<file path="src/core/epp_pkg.sv">
package epp_pkg;

  // ---------------------------------------------------------------
  // timing, in oscillator periods of the device clock
  // ---------------------------------------------------------------
  localparam int unsigned ADDR_HOLD_TOSC   = 80;
  localparam int unsigned ALE_WIDTH_TOSC   = 180;
  localparam int unsigned ALE_TO_PROGRAM_STROBE_TOSC = 250;
  localparam int unsigned PROGRAM_STROBE_WIDTH_TOSC  = 250;
  localparam int unsigned DATA_HOLD_TOSC   = 30;
  localparam int unsigned PROGRAM_STROBE_TO_ALE_TOSC = 600;
  localparam int unsigned READ_VALID_TOSC  = 100;
  localparam int unsigned RESET_WAIT_TOSC  = 2000;
  localparam int unsigned SETTLE_TOSC      = 100;

  // ---------------------------------------------------------------
  // oscillator divider: 100 MHz system clock, 6 MHz device oscillator
  // ---------------------------------------------------------------
  localparam int unsigned CLK_HZ      = 100_000_000;
  localparam int unsigned OSC_HZ      = 6_000_000;
  localparam int unsigned OSC_DIV     = CLK_HZ / OSC_HZ;
  localparam int unsigned OSC_DIV_W   = 5;
  localparam int unsigned CNT_W       = 12;

  localparam logic [15:0] RESERVED_FILL = 16'hFFFF;

  typedef enum logic [1:0] {
    EPP_OP_PROGRAM = 2'h0,
    EPP_OP_VERIFY  = 2'h1,
    EPP_OP_DUMP    = 2'h2
  } epp_op_t;

  typedef struct packed {
    epp_op_t     op;
    logic        reserved;
    logic [15:0] addr;
    logic [15:0] data;
  } epp_req_t;

  typedef struct packed {
    logic        external_access_mode_input;
    logic        vpp_enable;
    logic        device_reset_n;
    logic        address_latch_strobe;
    logic        program_strobe_n;
  } epp_ctrl_t;

endpackage : epp_pkg

</file>
<file path="src/core/epp_osc_tick.sv">
`timescale 1ns/1ps
// one-cycle enable per device oscillator period
module epp_osc_tick #(
  parameter int unsigned DIV = epp_pkg::OSC_DIV
) (
  input  wire logic clk_i,
  input  wire logic reset_i,
  output logic      tick_o
);

  logic [epp_pkg::OSC_DIV_W-1:0] cnt_reg;

  always_ff @(posedge clk_i or posedge reset_i) begin
    if (reset_i) begin
      cnt_reg <= '0;
      tick_o  <= 1'b0;
    end else if (cnt_reg == epp_pkg::OSC_DIV_W'(DIV - 1)) begin
      cnt_reg <= '0;
      tick_o  <= 1'b1;
    end else begin
      cnt_reg <= cnt_reg + 1'b1;
      tick_o  <= 1'b0;
    end
  end

endmodule : epp_osc_tick

</file>
<file path="src/core/epp_programmer.sv">
`timescale 1ns/1ps
// Function
// - address or command valid no later than strobe falling edge.
// - hold address or command at least 80 oscillator periods after strobe falls.
// - data word present no later than program strobe falls.
// - hold program data 30 oscillator periods after program strobe rises.
// - wait 600 oscillator periods after program strobe rises before next latch.
// - sample read-back data no earlier than 100 periods after program strobe falls.
// - wait 2000 periods after reset release before first latch strobe.
// - program all-ones to reserved addresses.
// - raise external access mode input before programming supply enable.
// - hold reset until oscillator and supplies have settled.
// - power-up order: strobes high, select valid, mode, supply, settle, reset.
module epp_programmer #(
  parameter logic [3:0] SLAVE_ID = 4'h0,
  parameter logic [3:0] MODE_SEL = 4'h5
) (
  input  wire logic              clk_i,
  input  wire logic              reset_i,
  input  wire logic              start_i,
  input  wire epp_pkg::epp_req_t req_i,
  input  wire logic [15:0]       port_in_i,
  output epp_pkg::epp_ctrl_t     ctrl_o,
  output logic [3:0]             slave_identifier_o,
  output logic [3:0]             programming_mode_select_o,
  output logic [15:0]            port_out_o,
  output logic                   port_oe_o,
  output logic                   osc_en_o,
  output logic                   ready_o,
  output logic                   done_o,
  output logic [15:0]            rdata_o
);

  // ---------------------------------------------------------------
  // states
  // ---------------------------------------------------------------
  typedef enum logic [10:0] {
    S_CLK    = 11'h001,
    S_PINS   = 11'h002,
    S_MODE   = 11'h004,
    S_VPP    = 11'h008,
    S_SETTLE = 11'h010,
    S_RSTW   = 11'h020,
    S_IDLE   = 11'h040,
    S_ALE    = 11'h080,
    S_GAP    = 11'h100,
    S_PROGRAM_STROBE   = 11'h200,
    S_HOLD   = 11'h400
  } epp_state_t;

  localparam logic [epp_pkg::CNT_W-1:0] C_HOLD  = epp_pkg::CNT_W'(epp_pkg::ALE_WIDTH_TOSC);
  localparam logic [epp_pkg::CNT_W-1:0] C_GAP   = epp_pkg::CNT_W'(epp_pkg::ALE_TO_PROGRAM_STROBE_TOSC);
  localparam logic [epp_pkg::CNT_W-1:0] C_PW    = epp_pkg::CNT_W'(epp_pkg::PROGRAM_STROBE_WIDTH_TOSC);
  localparam logic [epp_pkg::CNT_W-1:0] C_RD    = epp_pkg::CNT_W'(epp_pkg::READ_VALID_TOSC);
  localparam logic [epp_pkg::CNT_W-1:0] C_NEXT  = epp_pkg::CNT_W'(epp_pkg::PROGRAM_STROBE_TO_ALE_TOSC);
  localparam logic [epp_pkg::CNT_W-1:0] C_RST   = epp_pkg::CNT_W'(epp_pkg::RESET_WAIT_TOSC);
  localparam logic [epp_pkg::CNT_W-1:0] C_SET   = epp_pkg::CNT_W'(epp_pkg::SETTLE_TOSC);
  localparam logic [epp_pkg::CNT_W-1:0] C_STEP  = 12'h001;

  epp_state_t                  state_reg;
  logic [epp_pkg::CNT_W-1:0]   cnt_reg;
  logic                        tick;
  epp_pkg::epp_req_t           req_reg;
  logic                        is_read;
  logic                        start_pend_reg;

  epp_osc_tick u_tick (
    .clk_i   (clk_i),
    .reset_i (reset_i),
    .tick_o  (tick)
  );

  assign is_read = (req_reg.op != epp_pkg::EPP_OP_PROGRAM);

  // ---------------------------------------------------------------
  // sequencer; counts advance only on oscillator ticks
  // ---------------------------------------------------------------
  always_ff @(posedge clk_i or posedge reset_i) begin
    if (reset_i) begin
      state_reg <= S_CLK;
      cnt_reg   <= '0;
    end else if (tick) begin
      case (state_reg)
        S_CLK:    state_reg <= S_PINS;
        S_PINS:   state_reg <= S_MODE;
        S_MODE:   state_reg <= S_VPP;
        S_VPP: begin
          state_reg <= S_SETTLE;
          cnt_reg   <= '0;
        end
        S_SETTLE: begin
          cnt_reg <= cnt_reg + C_STEP;
          if (cnt_reg == C_SET - C_STEP) begin
            state_reg <= S_RSTW;
            cnt_reg   <= '0;
          end
        end
        S_RSTW: begin
          cnt_reg <= cnt_reg + C_STEP;
          if (cnt_reg == C_RST - C_STEP) begin
            state_reg <= S_IDLE;
          end
        end
        S_IDLE: begin
          if (start_pend_reg) begin
            state_reg <= S_ALE;
            cnt_reg   <= '0;
          end
        end
        S_ALE: begin
          cnt_reg <= cnt_reg + C_STEP;
          if (cnt_reg == C_HOLD - C_STEP) begin
            state_reg <= S_GAP;
            cnt_reg   <= '0;
          end
        end
        S_GAP: begin
          cnt_reg <= cnt_reg + C_STEP;
          if (cnt_reg == C_GAP - C_STEP) begin
            state_reg <= S_PROGRAM_STROBE;
            cnt_reg   <= '0;
          end
        end
        S_PROGRAM_STROBE: begin
          cnt_reg <= cnt_reg + C_STEP;
          if (cnt_reg == C_PW - C_STEP) begin
            state_reg <= S_HOLD;
            cnt_reg   <= '0;
          end
        end
        S_HOLD: begin
          cnt_reg <= cnt_reg + C_STEP;
          if (cnt_reg == C_NEXT - C_STEP) begin
            state_reg <= S_IDLE;
          end
        end
        default:  state_reg <= S_CLK;
      endcase
    end
  end

  // ---------------------------------------------------------------
  // request capture; a start is remembered until the idle tick
  // ---------------------------------------------------------------
  always_ff @(posedge clk_i or posedge reset_i) begin
    if (reset_i) begin
      start_pend_reg <= 1'b0;
      req_reg        <= '0;
    end else if (start_i && ready_o && !start_pend_reg) begin
      start_pend_reg <= 1'b1;
      req_reg        <= req_i;
      if (req_i.reserved && req_i.op == epp_pkg::EPP_OP_PROGRAM) begin
        req_reg.data <= epp_pkg::RESERVED_FILL;
      end
    end else if (tick && state_reg == S_IDLE) begin
      start_pend_reg <= 1'b0;
    end
  end

  // ---------------------------------------------------------------
  // pin drivers, all registered
  // ---------------------------------------------------------------
  always_ff @(posedge clk_i or posedge reset_i) begin
    if (reset_i) begin
      ctrl_o                    <= '0;
      slave_identifier_o        <= '0;
      programming_mode_select_o <= '0;
      osc_en_o                  <= 1'b0;
    end else begin
      osc_en_o <= 1'b1;
      ctrl_o.device_reset_n <= !(state_reg inside {S_CLK, S_PINS, S_MODE, S_VPP, S_SETTLE});
      if (state_reg != S_CLK) begin
        ctrl_o.program_strobe_n   <= (state_reg != S_PROGRAM_STROBE);
        ctrl_o.address_latch_strobe <= (state_reg != S_ALE);
        slave_identifier_o        <= SLAVE_ID;
        programming_mode_select_o <= MODE_SEL;
      end
      ctrl_o.external_access_mode_input <= !(state_reg inside {S_CLK, S_PINS});
      ctrl_o.vpp_enable <= !(state_reg inside {S_CLK, S_PINS, S_MODE});
    end
  end

  // address through the latch; data from the gap, kept one tick extra as strobes lag state
  always_ff @(posedge clk_i or posedge reset_i) begin
    if (reset_i) begin
      port_out_o <= '0;
      port_oe_o  <= 1'b0;
    end else begin
      if (state_reg == S_IDLE && tick && start_pend_reg) begin
        port_out_o <= req_reg.addr;
        port_oe_o  <= 1'b1;
      end else if (state_reg == S_GAP) begin
        port_out_o <= req_reg.data;
        port_oe_o  <= !is_read;
      end else if (state_reg == S_HOLD && tick &&
                   cnt_reg == epp_pkg::CNT_W'(epp_pkg::DATA_HOLD_TOSC)) begin
        port_oe_o  <= 1'b0;
      end
    end
  end

  // ---------------------------------------------------------------
  // completion and read-back
  // ---------------------------------------------------------------
  always_ff @(posedge clk_i or posedge reset_i) begin
    if (reset_i) begin
      rdata_o <= '0;
      done_o  <= 1'b0;
      ready_o <= 1'b0;
    end else begin
      done_o  <= tick && state_reg == S_HOLD && cnt_reg == C_NEXT - C_STEP;
      ready_o <= (state_reg == S_IDLE) && !start_pend_reg && !(start_i && ready_o);
      if (tick && state_reg == S_PROGRAM_STROBE && is_read && cnt_reg == C_RD) begin
        rdata_o <= port_in_i;
      end
    end
  end

  // ---------------------------------------------------------------
  // checks
  // ---------------------------------------------------------------
  // clock ages of the program strobe; they saturate so long idle stretches never wrap
  localparam logic [15:0] HOLD_CLKS = 16'(epp_pkg::DATA_HOLD_TOSC * epp_pkg::OSC_DIV);
  localparam logic [15:0] NEXT_CLKS = 16'(epp_pkg::PROGRAM_STROBE_TO_ALE_TOSC * epp_pkg::OSC_DIV);
  localparam logic [15:0] PW_CLKS   = 16'((epp_pkg::PROGRAM_STROBE_WIDTH_TOSC + 1) * epp_pkg::OSC_DIV);
  logic [15:0]            rise_age_reg;
  logic [15:0]            low_age_reg;
  always_ff @(posedge clk_i or posedge reset_i) begin
    if (reset_i) begin
      rise_age_reg <= '1;
      low_age_reg  <= '0;
    end else begin
      rise_age_reg <= ctrl_o.program_strobe_n ? rise_age_reg + {15'h0000, ~&rise_age_reg} : '0;
      low_age_reg  <= ctrl_o.program_strobe_n ? '0 : low_age_reg + {15'h0000, ~&low_age_reg};
    end
  end
endmodule : epp_programmer

</file>
<file path="config.mk">
export PLATFORM = sky130hd
export DESIGN_NAME = epp_programmer
export DESIGN_NICKNAME = d
export VERILOG_FILES = /design/src/core/epp_pkg.sv /design/src/core/epp_osc_tick.sv /design/src/core/epp_programmer.sv
export SDC_FILE = /design/constraint.sdc
export NUM_CORES = 1
export LEC_CHECK = 0
export BUFFER_PORTS_ARGS = -buffer_cell sky130_fd_sc_hd__buf_2
export CELL_PAD_IN_SITES_DETAIL_PLACEMENT = 1
export CELL_PAD_IN_SITES_GLOBAL_PLACEMENT = 2
export CORE_AREA = 8 8 156 114
export DETAILED_ROUTE_END_ITERATION = 10
export DIE_AREA = 0 0 164 122
export HOLD_SLACK_MARGIN = 0.15
export PLACE_DENSITY = 0.77
export SLEW_MARGIN = 40
export SYNTH_ARGS = -nofsm -noshare
export SYNTH_HDL_FRONTEND = slang
export SYNTH_SLANG_ARGS = --single-unit
</file>
<file path="constraint.sdc">
create_clock -name clk_i -period 3.6 [get_ports clk_i]
set_clock_uncertainty 0.05 [all_clocks]
set_input_delay 0.72 -clock clk_i [delete_from_list [all_inputs] [get_ports clk_i]]
set_output_delay 0.72 -clock clk_i [all_outputs]
set_load 0.05 [all_outputs]
</file>
======== Yosys cells after proc, flatten, opt, wreduce, memory -nomap -nowiden ========
Index checks and enable logic that the tools add are counted.
word-level totals
  bits in registers ....................... 106
  bits of input ports ..................... 54
  output and inout bits ................... 49
  word-level logic and storage cells ...... 106
operators by class
  $add $sub $neg .......................... 2
  eq/ne operators ......................... 29
  multiplexer cells ....................... 23
  reductions and logical operators ........ 32
operators with widths
  kind                                                    number
  one-hot mux 11 bit (11 select lines)                    1
  2-to-1 mux 11 bit                                       7
  one-hot mux 12 bit (6 select lines)                     1
  2-to-1 mux 12 bit                                       4
  2-to-1 mux 16 bit                                       3
  equality test 12 x 7 -> 1 bit (second input constant)   2
  equality test 12 x 8 -> 1 bit (second input constant)   2
  != test 2 bit (second input constant)                   7
  logical AND 1 bit                                       13
  adder 12 x 1 -> 12 bit (second input constant)          1
  equality test 12 x 10 -> 1 bit (second input constant)  1
  equality test 12 x 11 -> 1 bit (second input constant)  1
  equality test 12 x 5 -> 1 bit (second input constant)   1
  equality test 11 x 1 -> 1 bit (second input constant)   1
  equality test 11 x 10 -> 1 bit (second input constant)  1
  equality test 11 bit (second input constant)            1
  equality test 11 x 2 -> 1 bit (second input constant)   1
  equality test 11 x 3 -> 1 bit (second input constant)   1
  equality test 11 x 4 -> 1 bit (second input constant)   1
  equality test 11 x 5 -> 1 bit (second input constant)   1
  equality test 11 x 6 -> 1 bit (second input constant)   1
  equality test 11 x 7 -> 1 bit (second input constant)   1
  equality test 11 x 8 -> 1 bit (second input constant)   1
  equality test 11 x 9 -> 1 bit (second input constant)   1
  other kinds (16)                                        31

======== Logic depth before layout (Yosys ltp) ========
Gate-level depths: netlist of the first run.
  depth in word-level cells ............... 6
  mapped depth ............................ 9
  depth with buffers taken out ............ 8

======== By module ========
From an unflattened synthesis of the first run, not the netlist that was laid out.
unflattened totals
  cell total of the unflattened synthesis .. 422
  area total of the unflattened synthesis .. 4865.9 µm²
modules (own cells, without submodules)
  module          instances  cells an instance  area each (µm²)  seq. area each (µm²)
  epp_programmer  1          403                4628.2           2503.7
  epp_osc_tick    1          19                 237.7            150.1

======== Worst setup path after synthesis of the first run ========
Ideal clock, no wire load.
  kind .................................... register -> register
  from .................................... register cnt_reg[5] (netlist bit)
  to ...................................... register state_reg[3]
  arrival ................................. 2.099 ns
  data required time ...................... 3.425 ns
  setup slack ............................. 1.326 ns
  cell stages (with the launch flop) ...... 9
  buffers on the path ..................... 2
  clock period less this slack ............ 2.274 ns
  path through ............................ dfrtp_1 buf_6 or3b_1 or4_1 nor2_1 o211a_1 nand3_2 buf_6 mux2_4
between the ends
  longest elaborated chain between the ends .. 3
  elaborated cells on any way between the ends .. 12
RTL lines
  element                                                       RTL line               text
  start, declared                                               epp_programmer.sv:61   logic [epp_pkg::CNT_W-1:0] cnt_reg;
  start signal, assigned                                        epp_programmer.sv:92   cnt_reg <= cnt_reg + C_STEP;
  start signal, assigned                                        epp_programmer.sv:99   cnt_reg <= cnt_reg + C_STEP;
  start signal, assigned                                        epp_programmer.sv:111  cnt_reg <= cnt_reg + C_STEP;
  equality test 12 x 10 -> 1 bit, or another cell as far along  epp_programmer.sv:133  if (cnt_reg == C_NEXT - C_STEP) begin
  != test 2 bit (no line)                                       --
  AND reduction 8 bit (no line) *                               --
  end signal, assigned                                          epp_programmer.sv:127  state_reg <= S_HOLD;
  end signal, assigned                                          epp_programmer.sv:134  state_reg <= S_IDLE;
  end signal, assigned                                          epp_programmer.sv:137  default: state_reg <= S_CLK;
  end, declared                                                 epp_programmer.sv:60   epp_state_t state_reg;
Mark *: on every way between the ends. The rest lies on a longest branch, timed or not.
A chain may end at the register's enable or synchronous reset.

======== Final worst setup path of the first run ========
  from .................................... register state_reg[4]
  to ...................................... register cnt_reg[3] (netlist bit)
between the ends
  longest elaborated chain between the ends .. 4
  elaborated cells on any way between the ends .. 14
RTL lines
  element                                                      RTL line              text
  start signal, assigned                                       epp_programmer.sv:80  state_reg <= S_CLK;
  start signal, assigned                                       epp_programmer.sv:84  S_CLK: state_reg <= S_PINS;
  start signal, assigned                                       epp_programmer.sv:85  S_PINS: state_reg <= S_MODE;
  equality test 11 x 9 -> 1 bit, or another cell as far along  epp_programmer.sv:83  case (state_reg)
  OR reduction 2 bit (no line)                                 --
  nonzero test 6 bit (no line)                                 --
  AND reduction 3 bit (no line)                                --
Parallel ways exist; a longest one is shown, timed or not.

==> impl_metrics.ini, run 1 <==
[global_route]
use_met2_pct = 21.5
grt_pass1_wl_mm = 21.6
track_usage_pct = 13.6
grt_max_degree = 43
antenna_found_initial = 0
grtUsageMet1_pct = 17.5
overflow = 0
first_global_vias = 4040
grt_busiest_layer = met2
met3_usage_pct = 4.79

[yosys]
synth_seq_cells = 106
synth-seq-area-share_pct = 55.0
avgSynthCellArea_sq_um = 11.4
ys.flop_type = dfrtp_1
synth_top_area_cell = dfrtp_1
synth_top_area_share_pct = 54.4
synth_area_sq_mm = 0.00483
synthDistinctLibCells = 53
synthCells = 424
ys.warnings.count = 0
async_reset_ff_share_pct = 100
synth.area.top_cells = dfrtp_1, mux2_2, nand2_1, o22a_1, a22oi_1
synth-edff-count = 0

[clock_network]
cts_sinks = 106
cts_resized = 0
cts-root-buf = clkbuf_16
cts_buffers = 9
clk_latency_ps = 350
clk_transition_reported_paths_ps = 80
clk_path_buf_depth = 2
hold_buffers = 0
h-tree-depth = 3
cts_setup_buffers = 0
cts_tree = yes

[power_and_ir_drop]
leakage_nw = 2.84
p_int_w = 0.00181
p_sw_share_pct = 23.6
p_clk_share_pct = 44.2
p_comb_share_pct = 4.2
switchingPower_w = 0.000560
ir_drop_mv = 0.263
pwr-share-seq_pct = 51.6
power_w = 0.00237
cellPowerDensity_mw_per_mm2 = 410

[worst_setup_path]
cp.required_ps = 3790
crit_arrival_ps = 2920
critPathMaxFanout = 11
r2r_start = state_reg[4]
critical_path.startpoint_type = register
r2r_end = cnt_reg[3]
worst-setup-path-type = register to register
worstSetupEndpointType = register
r2r_cells = 7
rrSetupSlack_ps = 870

[finish]
largest_reg_flops = 34
antenna_cells = 0
final_area_sq_mm = 0.00580
layoutNonFillerInstCount = 718
num-fill-cells = 1728
synthToLayoutAreaGrowth_pct = 20.1
fin_nets = 572
drive_gt1_share_pct = 33.8

[run_status]
outcome = finished clean

[sta]
fmax_mhz = 367
final.period_utilization_pct = 75.7
setup_viol = 0
finalSetupTns_ps = 0
slew_headroom_pct = 55.0
worst_pin_slew_ps = 666
rsz0062_at_grt = no
fin_crit_ps = 2730
drv_slew = 0
hold_violations = 0

[placement]
dpl-instance-area_sq_mm = 0.00547
dp.cells = 701
gp_congestion = 0.764
hpwl_mm = 9.68
portBuffers = 96

[drt]
totalWireLength_mm = 13.0
drt-pass1-iter-count = 4
route.detailed.drc = 0
postRouteAntennaNets = 0
wl_per_cell_microns = 18.1
num_vias = 3507
vias_per_cell = 4.88
drt_iter0_drc = 204

[floorplan]
rows = 38
die_y_microns = 122
die-width_microns = 164
floorplan.initialDensity_pct = 31.6
io_pins = 103
core_area_sq_mm = 0.0153
dieArea_sq_mm = 0.0200

[run]
drv_cap = 0

[min_path]
worst_hold_path_type = primary input to async pin
[power by group through the flow]
stage	logic (W)	clock network (W)	registers (W)
2_1_floorplan	0.0000593	0	0.00125
3_3_place_gp	0.0000981	0	0.00125
3_5_place_dp	0.000102	0	0.00125
4_1_cts	0.000102	0.00108	0.00123
5_1_grt	0.000111	0.00113	0.00123
6_report	0.0000988	0.00105	0.00123
[how the worst max path moves through the flow]
stage	cells after the start	startpoint	slack, ps	to
global route	7	state_reg[5]	660	cnt_reg[8]
global placement	4	state_reg[5]	890	rdata_o[13]
detailed placement	4	state_reg[5]	770	rdata_o[4]
finish	7	state_reg[4]	870	cnt_reg[3]
CTS	4	state_reg[4]	740	rdata_o[10]
floorplan	1	reset_i	40	cnt_reg[0]
[kinds of logic (layout without fill, tap and decap cells)]
group | Yosys count | in the layout | share of synthesized area, %
AO/OA/AOI/OAI | 67 | 67 | 10.5
XOR/XNOR | 7 | 7 | 1.27
adder cells (fa/ha/maj) | 5 | 5 | 1.30
buffers and inverters | 45 | 134 | 5.05
flip-flops | 106 | 106 | 55.0
multiplexers | 44 | 44 | 10.5
other | 2 | 7 | 0.156
AND/OR/NAND/NOR | 148 | 148 | 16.2
[per-stage QoR]
stage                     util (%)  setup WS, ps  hold slack, ps
final                         38.0           874             368
after global routing          38.0           663             398
after CTS                     37.9           739             378
after detailed placement      35.8           769             406
after global placement        35.8           889             394
after floorplan                  -          42.8             377
[per-layer routing]
metal  share of wire (%)  vias to the layer above
met3                 7.2                        9
li1                    -                     1669
met2                  46                       81
met5                   0                        -
met4                0.91                        0
met1                  46                     1748
[placed cells by master, fill, tap and decap left out, types with 6 or more instances in the layout]
master and n:
nand4_1 10, conb_1 7, clkbuf_16 9, dfrtp_1 105, nand2_1 57, nand3_1 9, buf_2 96, a22oi_1 17
o21ai_0 7, inv_1 10, nor3_1 9, nand2b_1 6, o22a_1 16, a2bb2oi_1 7, nor2_1 18, xor2_1 6
mux2_2 33, buf_4 10
[synthesized netlist by cell type, types with 4 or more instances]
| master | count |
|---|---|
| dfrtp_1 | 105 |
| nand2_1 | 57 |
| mux2_2 | 33 |
| nor2_1 | 20 |
| a22oi_1 | 17 |
| o22a_1 | 16 |
| buf_4 | 13 |
| inv_1 | 11 |
| clkbuf_1 | 10 |
| nand4_1 | 10 |
| buf_2 | 9 |
| nand3_1 | 9 |
| nor3_1 | 9 |
| a2bb2oi_1 | 7 |
| o21ai_0 | 7 |
| nand2b_1 | 6 |
| xor2_1 | 6 |
| a21oi_1 | 5 |
| ha_1 | 5 |
| mux2_4 | 5 |
| o31ai_1 | 5 |
| mux2i_1 | 4 |
| nand4b_1 | 4 |
| nor3b_1 | 4 |
[worst max-delay path, stage by stage (launching register included)]
cell	delay, ps
dfrtp_1	470
nor4_1	590
nand4_1	250
o32a_2	250
and3b_1	190
buf_4	170
nand2b_1	300
o31ai_1	350
[area by class of cell]
class                   count  area, sq um  area share (%)
repair buffers            107          567            9.78
well taps                 200          250            4.32
flip-flops and latches    106         2650            45.8
inverters                  11         43.8           0.755
clock buffers               9          225            3.88
clock inverters             7         92.6            1.60
multi-input cells         278         1970            33.9
Note: power is estimated with default switching activity, not from simulation.
==> inputs of run 2 (changes only) <==
- CORE_AREA: 8 8 156 114 -> 8 8 150 110
- DIE_AREA: 0 0 164 122 -> 0 0 158 118
- PLACE_DENSITY: 0.77 -> 0.79
- clock period: 3.6 -> 2.8 ns (I/O delays scaled with it)
==> impl_metrics.ini, run 2 (same netlist as run 1, synthesis figures left out) <==
[power_and_ir_drop]
ir_drop_mv = 0.296
p_comb_share_pct = 4.5
p_clk_share_pct = 42.2
cellPowerDensity_mw_per_mm2 = 504
pwr-share-seq_pct = 53.3
p_int_w = 0.00227
switchingPower_w = 0.000688
leakage_nw = 2.89
p_sw_share_pct = 23.3

[floorplan]
io_pins = 103
floorplan.initialDensity_pct = 33.9
rows = 37
core_area_sq_mm = 0.0143
die_y_microns = 118
die-width_microns = 158
dieArea_sq_mm = 0.0186

[worst_setup_path]
crit_family = simple AND/OR/NAND/NOR gates
r2r_start = cnt_reg[4]
critPathMaxFanout = 11
cp.required_ps = 2980
cp_num_buf_inv = 0
slowest_delay_ps = 510
worstSetupEndpointType = register
crit_arrival_ps = 2790
worst-setup-path-type = register to register
crit_path_start = cnt_reg[4]
critical_path.startpoint_type = register
crit_slowest_cell = dfrtp_1
path_cells = or3b_1, or4_1, nor2_1, o211a_1, nand3_2, mux2_4

[sta]
finalSetupTns_ps = 0
drv_slew = 0
setup_viol = 0
fin_crit_ps = 2610
hold_violations = 0
slew_headroom_pct = 58.4
fmax_mhz = 383
worst_pin_slew_ps = 615
rsz0062_at_grt = no
final.period_utilization_pct = 93.4

[drt]
route.detailed.drc = 0
wl_per_cell_microns = 17.3
vias_per_cell = 4.99
totalWireLength_mm = 12.5
drt-pass1-iter-count = 4
drt_iter0_drc = 154
num_vias = 3598
postRouteAntennaNets = 0

[global_route]
track_usage_pct = 13.8
grt_busiest_layer = met2
first_global_vias = 3996
grt_pass1_wl_mm = 20.9
grt_max_degree = 43
met3_usage_pct = 3.34
use_met2_pct = 21.9
overflow = 0
antenna_found_initial = 0
grtUsageMet1_pct = 18.2

[clock_network]
cts_setup_buffers = 0
clk_transition_reported_paths_ps = 80
cts_buffers = 9
clk_latency_ps = 350
cts_sinks = 106
cts_tree = yes
clk_path_buf_depth = 2
h-tree-depth = 3
cts-root-buf = clkbuf_16

[finish]
largest_reg_flops = 34
fin_nets = 580
layoutNonFillerInstCount = 721
antenna_cells = 0
synthToLayoutAreaGrowth_pct = 21.4
drive_gt1_share_pct = 34.4
final_common_cell = dfrtp_1
final_cell_mix = dfrtp_1, buf_2, nand2_1, mux2_2, nor2_1
num-fill-cells = 1603

[run_status]
outcome = finished clean

[min_path]
worst_hold_path_type = primary input to register
min_from = req_i[2]

[placement]
dp.cells = 703
gp_congestion = 0.809
hpwl_mm = 9.40
portBuffers = 96

[run]
drv_cap = 0
run 2: metrics by stage:
step                util [%]  instance area [sq um]  power [W]  setup WS [ps]  hold slack (ps)
CTS                     40.9                   5830    0.00300            170              321
finish                  41.1                   5860    0.00296            186              368
global placement        38.8                   5530    0.00173            253              395
global route            41.1                   5860    0.00307           4.39              359
floorplan                  -                   4850    0.00168            526              377
detailed placement      38.8                   5530    0.00174            200              406
run 2: worst paths after layout:
path | cells after the start | endpoint | slack, ps
hold reg to reg | 1 | u_tick.cnt_reg[0] | 410
min in group asynchronous | 3 | cnt_reg[4] | 700
setup / recovery | 6 | state_reg[8] | 190
hold / removal | 2 | req_reg[2] | 370
max in group asynchronous | 4 | state_reg[9] | 1500
setup reg to reg | 6 | state_reg[8] | 190
run 2: layer usage:
layer / vias up / routed length [microns] / share of wire [%]
li1: 1691 / - / -
met2: 80 / 5740 / 46
met5: - / 0 / 0
met4: 0 / 216 / 1.7
met3: 14 / 631 / 5.1
met1: 1813 / 5900 / 47
run 2: what timing repair did:
item	in CTS	in global routing
resized for setup	0	0
hold buffers	0	1
endpoints found under the hold margin	0	6
run 2: final cells by class:
cell class / count / area (sq um) / area share, %
sequential: 106 / 2650 / 45.3
multi-input combinational: 278 / 1960 / 33.4
timing repair buffer: 115 / 663 / 11.3
tap: 195 / 244 / 4.16
clock buffer: 10 / 239 / 4.08
clock inverter: 6 / 57.6 / 0.982
inverter: 11 / 45.0 / 0.769
run 2: power groups by stage:
stage | clock network (W) | registers [W] | logic (W)
final | 0.00125 | 0.00158 | 0.000133
after global routing | 0.00134 | 0.00158 | 0.000149
after CTS | 0.00129 | 0.00158 | 0.000133
after detailed placement | 0 | 0.00161 | 0.000133
after global placement | 0 | 0.00160 | 0.000129
after floorplan | 0 | 0.00160 | 0.0000766
==> inputs of run 3 (changes only) <==
- ABC_AREA: unset -> 1
- CORE_AREA: 8 8 150 110 -> 8 8 159 116
- DIE_AREA: 0 0 158 118 -> 0 0 167 124
- PLACE_DENSITY: 0.79 -> 0.81
- SKIP_LAST_GASP: unset -> 1
==> impl_metrics.ini, run 3 <==
[sta]
finalSetupTns_ps = 0
rsz0062_at_grt = no
fmax_mhz = 471
slew_headroom_pct = 58.3
setup_viol = 0
worst_pin_slew_ps = 623
drv_slew = 0
hold_violations = 0
final.period_utilization_pct = 75.9
fin_crit_ps = 2120

[clock_network]
cts_tree = yes
cts_setup_buffers = 0
clk_transition_reported_paths_ps = 80
cts_sinks = 106
clk_path_buf_depth = 2
cts_resized = 0
cts-root-buf = clkbuf_16
hold_buffers = 0
h-tree-depth = 3
clk_latency_ps = 350
cts_buffers = 9

[yosys]
async_reset_ff_share_pct = 100
yosysMostFrequentCell = nand2_1
synthDistinctLibCells = 36
ys.flop_type = dfrtp_1
synth-seq-area-share_pct = 51.2
synth-edff-count = 0
ys.warnings.count = 0
synth_top_area_share_pct = 50.7
synth_top_area_cell = dfrtp_1
avgSynthCellArea_sq_um = 8.55
synth_common_cells = nand2_1, dfrtp_1, inv_1, nor2_1, o21ai_0
synth_area_sq_mm = 0.00518
synth.area.top_cells = dfrtp_1, nand2_1, inv_1, o21ai_0, nor2_1
synth_seq_cells = 106
synthCells = 606

[global_route]
overflow = 0
grt_pass1_wl_mm = 24.8
track_usage_pct = 14.9
grt_max_degree = 41
first_global_vias = 4775
antenna_found_initial = 0

[min_path]
min_from = req_i[23]
hold_depth = 3
min_to = req_reg[23]
worst_hold_path_type = primary input to register

[drt]
route.detailed.drc = 0
num_vias = 4224
totalWireLength_mm = 14.6
drt-pass1-iter-count = 4
wl_per_cell_microns = 16.0
vias_per_cell = 4.65
drt_iter0_drc = 117
postRouteAntennaNets = 0

[worst_setup_path]
worst-setup-path-type = register to register
cp.required_ps = 3040
r2r_start = state_reg[0]
critPathMaxFanout = 12
crit_arrival_ps = 2360
rrSetupSlack_ps = 680
worstSetupEndpointType = register
r2r_end = state_reg[10]
r2r_cells = 10
critical_path.startpoint_type = register

[power_and_ir_drop]
cellPowerDensity_mw_per_mm2 = 500
ir_drop_mv = 0.239
leakage_nw = 3.28

[placement]
portBuffers = 96
hpwl_mm = 11.3
gp_congestion = 0.834

[finish]
antenna_cells = 0
drive_gt1_share_pct = 23.9
synthToLayoutAreaGrowth_pct = 19.1
final_common_cell = nand2_1
fin_nets = 759
largest_reg_flops = 34
final_util_pct = 38.7
final_cell_mix = nand2_1, dfrtp_1, buf_2, inv_1, nor2_1

[floorplan]
die-width_microns = 167
die_y_microns = 124
rows = 39
io_pins = 103
core_area_sq_mm = 0.0160
floorplan.initialDensity_pct = 32.5
dieArea_sq_mm = 0.0207

[run]
drv_cap = 0

[run_status]
outcome = finished clean
## run 3: worst max-delay path by stage
stage              startpoint             to  slack, ps  cells after the start
4_1_cts        start_pend_reg    req_reg[31]        630                      4
2_1_floorplan         reset_i     cnt_reg[0]        920                      1
3_3_place_gp          start_i    req_reg[33]        660                      5
6_report         state_reg[0]  state_reg[10]        680                     10
3_5_place_dp          start_i     req_reg[7]        550                      6
5_1_grt        start_pend_reg    req_reg[33]        320                      3
## run 3: layer usage
metal  routed length [microns]  vias up  share of wire [%]  track usage (%)
li1                          -     2081                  -                -
met1                      7300     2080                 50             19.7
met2                      6770       61                 47             24.0
met3                       476        2                3.3             4.50
met4                        12        0              0.082             2.86
met5                         0        -                  0                0
## run 3: layout make-up
class / count / area [sq um]
fillers: 1911 / 9790
flip-flops and latches: 106 / 2650
multi-input cells: 408 / 2120
repair buffers: 103 / 573
inverters: 72 / 274
well taps: 205 / 256
clock buffers: 10 / 229
clock inverters: 5 / 65.1
## run 3: stage by stage
stage	std cells	cell area [sq um]	power [W]	hold slack (ps)	setup WS (ps)
2_1_floorplan	611	5200	0.00175	383	917
3_3_place_gp	892	5840	0.00182	398	658
3_5_place_dp	892	5840	0.00183	406	548
4_1_cts	907	6140	0.00314	298	635
5_1_grt	909	6170	0.00321	360	323
6_report	909	6170	0.00308	362	676
## run 3: worst max-delay path, cell delays in order (launching register included)
cell     delay [ps]
dfstp_2         560
nor2_1           60
nand2_2         130
inv_1           110
nand4_2         140
nand2_1         100
inv_2           240
nand3_1         170
nor2_4          320
nand2_1         100
nand2_1          80
## run 3: report_power, final
part | total [W] | internal, W | switching, W
registers | 0.00159 | 0.00157 | 0.0000191
logic | 0.000211 | 0.0000695 | 0.000141
clock network | 0.00128 | 0.000697 | 0.000585
total | 0.00308 | 0.00234 | 0.000745
## run 3: logic make-up after synthesis
| family | after synthesis | share of synthesized area, % |
|---|---|---|
| XOR/XNOR | 11 | 1.86 |
| flip-flops | 106 | 51.2 |
| AO/OA/AOI/OAI | 57 | 6.50 |
| AND/OR/NAND/NOR | 312 | 26.5 |
| buffers and inverters | 97 | 8.38 |
| adder cells (fa/ha/maj) | 5 | 1.21 |
| multiplexers | 16 | 4.20 |
| other | 2 | 0.145 |
